`src/logic/lvdi_map.vh`:
```
// Register map, field positions and timing constants of the low voltage detector
//
// Overview of operation
// - Supply low after delay sets the low voltage interrupt request flag.
// - Vector call needs global enable, local enable, free stack, pending flag.
// - Servicing clears the request flag and the global enable.
// - Any rising request flag wakes SLEEP or IDLE, enable bits ignored.
// - A set flag stays until serviced or cleared by software.
// - Vector call pushes only the program counter.
// - Return with reenable sets global enable; plain return leaves it cleared.
// - Read-only bit 5 reads 1 while the detector is on and supply is below threshold.
// - Bit 4 switches the detector on when 1, off when 0.
// - Bandgap on when its bit, detector enable or reset supervisor is set.
// - Three-bit threshold field picks 2.0V to 4.0V, sent to comparator.
// - In SLEEP the detector is forced off despite its enable bit.
// - Request flag sets a fixed delay after status rising, or at once on a software write of bit 2.
// - Setting the low voltage flag wakes the device from IDLE.
// - Status bit follows the comparator with no hysteresis.
// - With the stack full no interrupt is acknowledged.
`ifndef LVDI_MAP_VH
`define LVDI_MAP_VH

// ****************************************
// Register offsets
// ****************************************
`define LVDI_OFS_CTRL     4'h0
`define LVDI_OFS_IRQ      4'h1
`define LVDI_OFS_STAT     4'h2

// ****************************************
// Control register fields
// ****************************************
`define LVDI_CTRL_RESET   8'h00
`define LVDI_BIT_LOW      5
`define LVDI_BIT_DET_EN   4
`define LVDI_BIT_BG_EN    3
`define LVDI_THR_MSB      2
`define LVDI_THR_LSB      0

// ****************************************
// Interrupt and status register fields
// ****************************************
`define LVDI_BIT_GIE      0
`define LVDI_BIT_LVE      1
`define LVDI_BIT_LVF      2
`define LVDI_BIT_SETTLED  0
`define LVDI_BIT_DET_ON   1
`define LVDI_BIT_STK_FULL 2

// ****************************************
// Timing
// ****************************************
`define LVDI_CLK_NS       100
`define LVDI_DELAY_NS     1000
`define LVDI_SETTLE_NS    2000
`define LVDI_DELAY_CYC    ((`LVDI_DELAY_NS + `LVDI_CLK_NS - 1) / `LVDI_CLK_NS)
`define LVDI_SETTLE_CYC   ((`LVDI_SETTLE_NS + `LVDI_CLK_NS - 1) / `LVDI_CLK_NS)

`endif

```
`src/logic/lvdi_sync.v`:
```
// Two flip-flop synchroniser for the analog comparator output
`timescale 1ns/10ps
module lvdi_sync (
	// Clock and reset
	input  wire clock,
	input  wire rst,
	// Asynchronous level in, synchronous level out
	input  wire async_in,
	output reg  sync_out
);
	reg stage1;

	always @(posedge clock) begin
		if (rst) begin
			stage1   <= 1'b0;
			sync_out <= 1'b0;
		end else begin
			stage1   <= async_in;
			sync_out <= stage1;
		end
	end
endmodule // lvdi_sync

```
`src/logic/lvdi_timer.v`:
```
// Restartable cycle counter: pulses once after COUNT cycles of run held high
`timescale 1ns/10ps
module lvdi_timer #(
	parameter integer COUNT = 10,
	parameter integer W     = 16
) (
	// Clock and reset
	input  wire clock,
	input  wire rst,
	// Control and result
	input  wire run,
	output reg  fire,
	output reg  reached
);
	reg [W-1:0] cnt;

	always @(posedge clock) begin
		if (rst || !run) begin
			cnt     <= {W{1'b0}};
			reached <= 1'b0;
			fire    <= 1'b0;
		end else if (!reached) begin
			cnt <= cnt + 1'b1;
			if (cnt == COUNT[W-1:0] - 1'b1) begin
				reached <= 1'b1;
				fire    <= 1'b1;
			end else begin
				fire <= 1'b0;
			end
		end else begin
			fire <= 1'b0;
		end
	end
endmodule // lvdi_timer

```
`src/logic/lvdi_top.v`:
```
// Low voltage detector control with its interrupt request, vectoring and wake-up
//
// Design decisions made here: the register offsets and the plain strobed port.
`timescale 1ns/10ps
`include "lvdi_map.vh"
module lvdi_top #(
	parameter integer PC_W        = 12,
	parameter integer NUM_OTHER   = 4,
	parameter integer DELAY_CYC   = `LVDI_DELAY_CYC,
	parameter integer SETTLE_CYC  = `LVDI_SETTLE_CYC,
	parameter integer TMR_W       = 16
) (
	// Clock and reset
	input  wire                 clock,
	input  wire                 rst,
	// Register port
	input  wire [3:0]           reg_addr,
	input  wire [7:0]           reg_wdata,
	input  wire                 reg_wr,
	input  wire                 reg_rd,
	output reg  [7:0]           reg_rdata,
	// Analog comparator and supervisor
	input  wire                 cmp_low,
	input  wire                 lvr_enable,
	output reg                  detector_on,
	output reg                  bandgap_on,
	output reg  [2:0]           threshold_out,
	// Core side
	input  wire                 stack_full,
	input  wire [PC_W-1:0]      pc_in,
	input  wire                 return_with_irq_reenable,
	input  wire                 plain_return,
	input  wire                 sleep_mode,
	input  wire                 idle_mode,
	input  wire [NUM_OTHER-1:0] other_irq_flags,
	output reg                  vector_call,
	output reg                  pc_push,
	output reg  [PC_W-1:0]      pc_push_data,
	output reg                  wake,
	output reg                  global_irq_enable,
	output reg                  low_voltage_irq_flag
);

	// ****************************************
	// Register state
	// ****************************************
	reg                  detector_enable;
	reg                  bandgap_enable;
	reg [2:0]            threshold_select;
	reg                  low_voltage_irq_enable;
	reg                  supply_low_status;
	localparam [7:0]     CTRL_RST = `LVDI_CTRL_RESET;

	wire                 cmp_sync;
	wire                 delay_fire;
	wire                 settled;

	wire wr_ctrl;
	wire wr_irq;
	assign wr_ctrl = reg_wr && (reg_addr == `LVDI_OFS_CTRL);
	assign wr_irq  = reg_wr && (reg_addr == `LVDI_OFS_IRQ);

	// ****************************************
	// Comparator path
	// ****************************************
	lvdi_sync u_sync (
		.clock    (clock),
		.rst      (rst),
		.async_in (cmp_low),
		.sync_out (cmp_sync)
	);

	// Status is only meaningful while the comparator is powered
	// status reflects low supply
	always @(posedge clock) begin
		if (rst)
			supply_low_status <= 1'b0;
		else
			supply_low_status <= detector_on & cmp_sync;
	end

	lvdi_timer #(
		.COUNT (DELAY_CYC),
		.W     (TMR_W)
	) u_delay (
		.clock   (clock),
		.rst     (rst),
		.run     (supply_low_status),
		.fire    (delay_fire),
		.reached ()
	);

	// Settling indication helps software; the status bit is not held off meanwhile
	lvdi_timer #(
		.COUNT (SETTLE_CYC),
		.W     (TMR_W)
	) u_settle (
		.clock   (clock),
		.rst     (rst),
		.run     (detector_on),
		.fire    (),
		.reached (settled)
	);

	// ****************************************
	// Control register
	// ****************************************
	always @(posedge clock) begin
		if (rst) begin
			detector_enable  <= CTRL_RST[`LVDI_BIT_DET_EN];
			bandgap_enable   <= CTRL_RST[`LVDI_BIT_BG_EN];
			threshold_select <= CTRL_RST[`LVDI_THR_MSB:`LVDI_THR_LSB];
		end else if (wr_ctrl) begin
			detector_enable  <= reg_wdata[`LVDI_BIT_DET_EN];
			bandgap_enable   <= reg_wdata[`LVDI_BIT_BG_EN];
			threshold_select <= reg_wdata[`LVDI_THR_MSB:`LVDI_THR_LSB];
		end
	end

	// ****************************************
	// Analog controls
	// ****************************************
	always @(posedge clock) begin
		if (rst) begin
			detector_on   <= 1'b0;
			bandgap_on    <= 1'b0;
			threshold_out <= 3'h0;
		end else begin
			detector_on   <= detector_enable & ~sleep_mode;
			bandgap_on    <= bandgap_enable | detector_enable | lvr_enable;
			threshold_out <= threshold_select;
		end
	end

	// ****************************************
	// Interrupt vectoring
	// ****************************************
	wire take_call;
	assign take_call = global_irq_enable & low_voltage_irq_enable & low_voltage_irq_flag
	                   & ~stack_full & ~vector_call;

	reg next_flag;
	reg next_gie;

	always @* begin
		next_flag = low_voltage_irq_flag;
		if (wr_irq)
			next_flag = reg_wdata[`LVDI_BIT_LVF];
		if (take_call)
			next_flag = 1'b0;
		if (delay_fire)
			next_flag = 1'b1;
	end

	always @* begin
		next_gie = global_irq_enable;
		if (wr_irq)
			next_gie = reg_wdata[`LVDI_BIT_GIE];
		if (return_with_irq_reenable)
			next_gie = 1'b1;
		if (take_call)
			next_gie = 1'b0;
	end

	always @(posedge clock) begin
		if (rst) begin
			low_voltage_irq_flag   <= 1'b0;
			global_irq_enable      <= 1'b0;
			low_voltage_irq_enable <= 1'b0;
		end else begin
			low_voltage_irq_flag <= next_flag;
			global_irq_enable    <= next_gie;
			if (wr_irq)
				low_voltage_irq_enable <= reg_wdata[`LVDI_BIT_LVE];
		end
	end

	// Plain return needs no action: global enable simply stays as it is
	// push program counter only
	always @(posedge clock) begin
		if (rst) begin
			vector_call  <= 1'b0;
			pc_push      <= 1'b0;
			pc_push_data <= {PC_W{1'b0}};
		end else begin
			vector_call <= take_call;
			pc_push     <= take_call;
			if (take_call)
				pc_push_data <= pc_in;
		end
	end

	// ****************************************
	// Wake-up
	// ****************************************
	wire [NUM_OTHER:0] flags_now;
	wire [NUM_OTHER:0] flag_rise;
	assign flags_now = {other_irq_flags, low_voltage_irq_flag};

	// A flag already high before standby never rises, so it cannot wake
	// any rising flag wakes
	genvar gi;
	generate
		for (gi = 0; gi <= NUM_OTHER; gi = gi + 1) begin : g_rise
			reg prev;
			always @(posedge clock) begin
				if (rst)
					prev <= 1'b0;
				else
					prev <= flags_now[gi];
			end
			assign flag_rise[gi] = flags_now[gi] & ~prev;
		end
	endgenerate

	// low voltage flag wakes from idle
	always @(posedge clock) begin
		if (rst)
			wake <= 1'b0;
		else
			wake <= (sleep_mode | idle_mode) & (|flag_rise);
	end

	// ****************************************
	// Read port
	// ****************************************
	always @(posedge clock) begin
		if (rst) begin
			reg_rdata <= 8'h00;
		end else if (reg_rd) begin
			reg_rdata <= 8'h00;
			case (reg_addr)
				`LVDI_OFS_CTRL: begin
					reg_rdata[`LVDI_BIT_LOW]    <= supply_low_status;
					reg_rdata[`LVDI_BIT_DET_EN] <= detector_enable;
					reg_rdata[`LVDI_BIT_BG_EN]  <= bandgap_enable;
					reg_rdata[`LVDI_THR_MSB:`LVDI_THR_LSB] <= threshold_select;
				end
				`LVDI_OFS_IRQ: begin
					reg_rdata[`LVDI_BIT_GIE] <= global_irq_enable;
					reg_rdata[`LVDI_BIT_LVE] <= low_voltage_irq_enable;
					reg_rdata[`LVDI_BIT_LVF] <= low_voltage_irq_flag;
				end
				`LVDI_OFS_STAT: begin
					reg_rdata[`LVDI_BIT_SETTLED]  <= settled;
					reg_rdata[`LVDI_BIT_DET_ON]   <= detector_on;
					reg_rdata[`LVDI_BIT_STK_FULL] <= stack_full;
				end
				default: begin
					reg_rdata <= 8'h00;
				end
			endcase
		end else begin
			reg_rdata <= 8'h00;
		end
	end
endmodule // lvdi_top

```
`config.mk`:
```
export PLATFORM = sky130hd
export DESIGN_NAME = lvdi_top
export DESIGN_NICKNAME = d
export VERILOG_FILES = /design/src/logic/lvdi_sync.v /design/src/logic/lvdi_timer.v /design/src/logic/lvdi_top.v
export VERILOG_INCLUDE_DIRS = /design/src /design/src/logic
export SDC_FILE = /design/constraint.sdc
export NUM_CORES = 1
export LEC_CHECK = 0
export ABC_AREA = 1
export BUFFER_PORTS_ARGS = -buffer_cell sky130_fd_sc_hd__buf_2
export CORE_UTILIZATION = 45
export CTS_CLUSTER_DIAMETER = 120
export DETAILED_ROUTE_END_ITERATION = 7
export GPL_ROUTABILITY_DRIVEN = 0
export PLACE_DENSITY = 0.67
export SLEW_MARGIN = 20
export SYNTH_ARGS = -nofsm -noshare
export SYNTH_HDL_FRONTEND = slang
export SYNTH_HIERARCHICAL = 1
export SYNTH_SLANG_ARGS = --single-unit
```
`constraint.sdc`:
```
create_clock -name clock -period 1.3 [get_ports clock]
set_input_delay 0.065 -clock clock [delete_from_list [all_inputs] [get_ports clock]]
set_output_delay 0.065 -clock clock [all_outputs]
set_load 0.02 [all_outputs]
```
=== Word-level counts from Yosys, hierarchy flattened ===
Cells that the tools add are included.

* Register bits after elaboration: 78
* Output and inout bits: 30
* Logic and storage cells: 83

* $add $sub $neg: 2
* Equality and inequality tests: 4
* Multiplexer cells: 10
* Bitwise gates (word level): 25
* Reductions and logical operators: 14

{| class="wikitable"
|+ Operator list
! cell !! count
|-
| 16-bit by 1-bit adder with 16-bit output, second input constant || 2
|-
| 16-bit by 4-bit equality test with 1-bit output, second input constant || 1
|-
| 16-bit by 5-bit equality test with 1-bit output, second input constant || 1
|-
| 1-bit bitwise AND || 12
|-
| 1-bit inverter || 10
|-
| 1-bit 2-to-1 mux || 9
|-
| 3-bit case mux with 3 select lines || 1
|-
| 2-bit OR reduction || 3
|-
| 5-bit OR reduction || 1
|-
| 4-bit by 1-bit equality test with 1-bit output, second input constant || 1
|-
| 4-bit by 2-bit equality test with 1-bit output, second input constant || 1
|-
| 4-bit zero test || 1
|-
| 1-bit OR || 3
|-
| 3-bit nonzero test || 1
|-
| 3-bit OR reduction || 1
|-
| 1-bit logical AND || 2
|-
| 1-bit zero test || 2
|-
| 1-bit logical OR || 2
|-
| 2-bit nonzero test || 1
|}

=== Longest topological paths before layout ===
* Depth in word-level cells: 6
* Depth in mapped cells: 9
* Gate-level depth less buffers: 9

=== Cells and area by module ===
Netlist, hierarchy kept.

{| class="wikitable"
|+ By module, submodules not included
! module !! instances !! cells each !! area each (um^2)
|-
| lvdi_top || 1 || 179 || 1443.9
|-
| lvdi_timer (u_settle) || 1 || 151 || 1009.7
|-
| lvdi_timer (u_delay) || 1 || 141 || 958.4
|-
| lvdi_sync || 1 || 6 || 55.1
|}

=== Worst setup path after synthesis ===
Ideal clock, no wire load.

* Path type: reg-to-reg
* Start point: register u_delay.cnt[0]
* End point: register u_delay.cnt[8]
* Setup time: 0.113 ns
* Arrival time: 1.090 ns
* Required time: 1.187 ns
* Setup slack: 0.097 ns
* Cell stages (with the launch flop): 9
* Path buffers: 0
* Period minus slack after synthesis: 1.203 ns
* Path through: dfxtp_1 ha_1 nand3_1 nor2_4 nand2_2 nor2_2 nand2_1 nand2_1 nor2_1

* Longest elaborated chain between the ends: 1

{| class="wikitable"
|+ RTL lines
! what !! RTL line !! text
|-
| start, declared || lvdi_timer.v:15 || <nowiki>reg [W-1:0] cnt;</nowiki>
|-
| start signal, assigned || lvdi_timer.v:19 || <nowiki>cnt <= {W{1'b0}};</nowiki>
|-
| start signal, assigned || lvdi_timer.v:23 || <nowiki>cnt <= cnt + 1'b1;</nowiki>
|-
| 16-bit by 1-bit adder with 16-bit output || lvdi_timer.v:23 ||
|}

Every way passes these cells.
A chain may end at the register's enable or synchronous reset.

=== Worst setup path in the final report ===
* Start point: register u_delay.cnt[5]
* End point: register u_delay.cnt[13]

The elaborated chain is that of the path after synthesis.

==> flow_metrics.tcl <==
set metrics [dict create \
    status "finished clean" \
    boundaryPins 69 \
    fillerInstances 667 \
    p_leak_nw 1.93 \
    clock.fmax_mhz 826 \
    placed_cell_area_sq_um 3910 \
    power.density_nw_per_um2 1010 \
    syn_avg_cell_area_sq_um 7.25 \
    grt.total_usage 0.206 \
    detail_route.vias_per_cell 4.67 \
    grt_pass1_vias 2938 \
    power_frac_clock 0.422 \
    drv_slew 0 \
    power_frac_seq 0.524 \
    start_util 0.470 \
    rsz0062_at_grt "true" \
    p_total_mw 4.50 \
    syn_area_sq_um 3440 \
    syn_to_final_growth_pct 29.0 \
    synthCells 475 \
    root_buffer "clkbuf_8" \
    dieHeight_microns 89.5 \
    cts_buffer_depth 2 \
    cts_made_buffers 9 \
    num_rows 31 \
    vias 3180 \
    grt_first_pass_wirelength_microns 12600 \
    htreeDepth 3 \
    path_clk_slew_ns 0.09 \
    arrival_ns 1.47 \
    die_x_microns 89.5 \
    power_switching_mw 1.11 \
    hp-class "primary input to flip-flop" \
    drcViolationCount 0 \
    wl_microns 7690 \
    ys_warn_count 6 \
    fin_crit_ns 1.21 \
    hold_viol 0 \
    path_cells "nand2_1, inv_1, nand3_1, nor2_2, nand2_1, nand2_1, nor2_1" \
    fin_skew_ns 0.00973 \
    place_hpwl_microns 5420 \
    max_cap_violations 0 \
    mostFrequentLayoutCell "nand2_1" \
    port-buffer-count 62 \
    design_area_sq_um 4440 \
    layout_common_cells "nand2_1 (106), dfxtp_1 (69), nor2_1 (64)" \
    final_nets 620 \
    fin_crit_sh 0.932 \
    critical_path.slowest_cell "dfxtp_1" \
    firstDrtPassIters 4 \
    internal-power_mw 3.39 \
    ir_drop_mv 0.564 \
    setup_violations 0 \
    drive_above_1_share 0.259 \
    cp_common_cell "nand2_1" \
    path_class "flip-flop to flip-flop" \
    ant_nets 0 \
    grt_max_degree 16 \
    design.die.area_sq_um 8010 \
    cts_tree "done" \
    cts.sinks 76 \
    coreArea_sq_um 7330 \
    final_util 0.606 \
    critPathCaptureType "flip-flop" \
    finalSetupTns_ns 0 \
    drt_iter0_drc 163 \
    clkLatencyLatePin_ns 0.36 \
    crit_fanout 4 \
    cp_data_required_time_ns 1.55 \
    critPathLaunchType "flip-flop" \
    pwr-share-comb 0.055 \
    grt_antenna_before_repair 0 \
    critPathMaxStageDelay_ns 0.43 \
    grt.overflow.total 0 \
    netSwitchingFraction 0.246 \
    wl_per_cell_microns 11.3 \
    antenna_cells 0 \
]
## per-layer routing
metal / part of all wire / wire (microns) / up-vias / GRT usage
met1: 0.46 / 3560 / 1418 / 0.241
li1: - / - / 1692 / -
met5: 0 / 0 / - / 0
met3: 0.032 / 246 / 13 / 0.0342
met2: 0.49 / 3740 / 57 / 0.366
met4: 0.018 / 142 / 0 / 0.0952
## sequential cells by signal, summed over array words and instances, names as in the netlist
register	count
g_rise.prev	5
pc_push	1
low_voltage_irq_flag	1
low_voltage_irq_enable	1
u_delay/cnt	16
supply_low_status	1
threshold_select	3
detector_enable	1
reg_rdata	6
detector_on	1
u_settle/cnt	16
wake	1
u_delay/reached	1
u_settle/reached	1
u_sync/stage1	1
u_sync/sync_out	1
bandgap_on	1
pc_push_data	12
u_delay/fire	1
threshold_out	3
global_irq_enable	1
bandgap_enable	1
## cell type report
class / instances / area [sq um] / share of cell area
Multi-Input combinational cell: 321 / 1650 / 0.372
Clock inverter: 7 / 83.8 / 0.0189
Tap cell: 99 / 124 / 0.0279
Sequential cell: 76 / 1530 / 0.345
Clock buffer: 9 / 124 / 0.0279
Timing Repair Buffer: 101 / 671 / 0.151
Inverter: 68 / 256 / 0.0577
## power groups by stage
stage | sequential (mW) | combinational [mW] | clock [mW]
4_1_cts | 2.36 | 0.244 | 1.94
5_1_grt | 2.36 | 0.272 | 2.03
6_report | 2.36 | 0.246 | 1.90
2_1_floorplan | 2.42 | 0.0897 | 0
3_3_place_gp | 2.41 | 0.189 | 0
3_5_place_dp | 2.41 | 0.192 | 0
## critical path, delay by kind of cell (launching register included)
| kind | cells | cell delay [ns] |
|---|---|---|
| buffers and inverters | 1 | 0.15 |
| DFF | 1 | 0.43 |
| and+or+nand+nor | 6 | 0.55 |
## metrics by stage
step / worst slack (ns) / std cells / hold WS (ns)
global route: -0.00789 / 681 / 0.0447
finish: 0.0889 / 681 / 0.00161
CTS: 0.0112 / 679 / 0.00154
floorplan: 0.0971 / 476 / 0.136
detailed placement: 0.0190 / 641 / 0.262
global placement: 0.0705 / 641 / 0.250
## path summary, 6_finish.rpt
check,startpoint,to,cells after the start,slack [ns]
worst max-delay path,u_delay/cnt[5],u_delay/cnt[13],7,0.09
worst min-delay path,reg_wdata[3],bandgap_enable,3,0.002
worst max register to register,u_delay/cnt[5],u_delay/cnt[13],7,0.09
worst min register to register,u_sync/stage1,u_sync/sync_out,2,0.41
## repair_timing
action                     CTS  global route
setup endpoints to repair    0            17
gates resized for setup      0            21
setup buffers                0             2
hold endpoints to repair    22             0
hold buffers                22             0
Note: power is estimated with default switching activity, not from simulation.
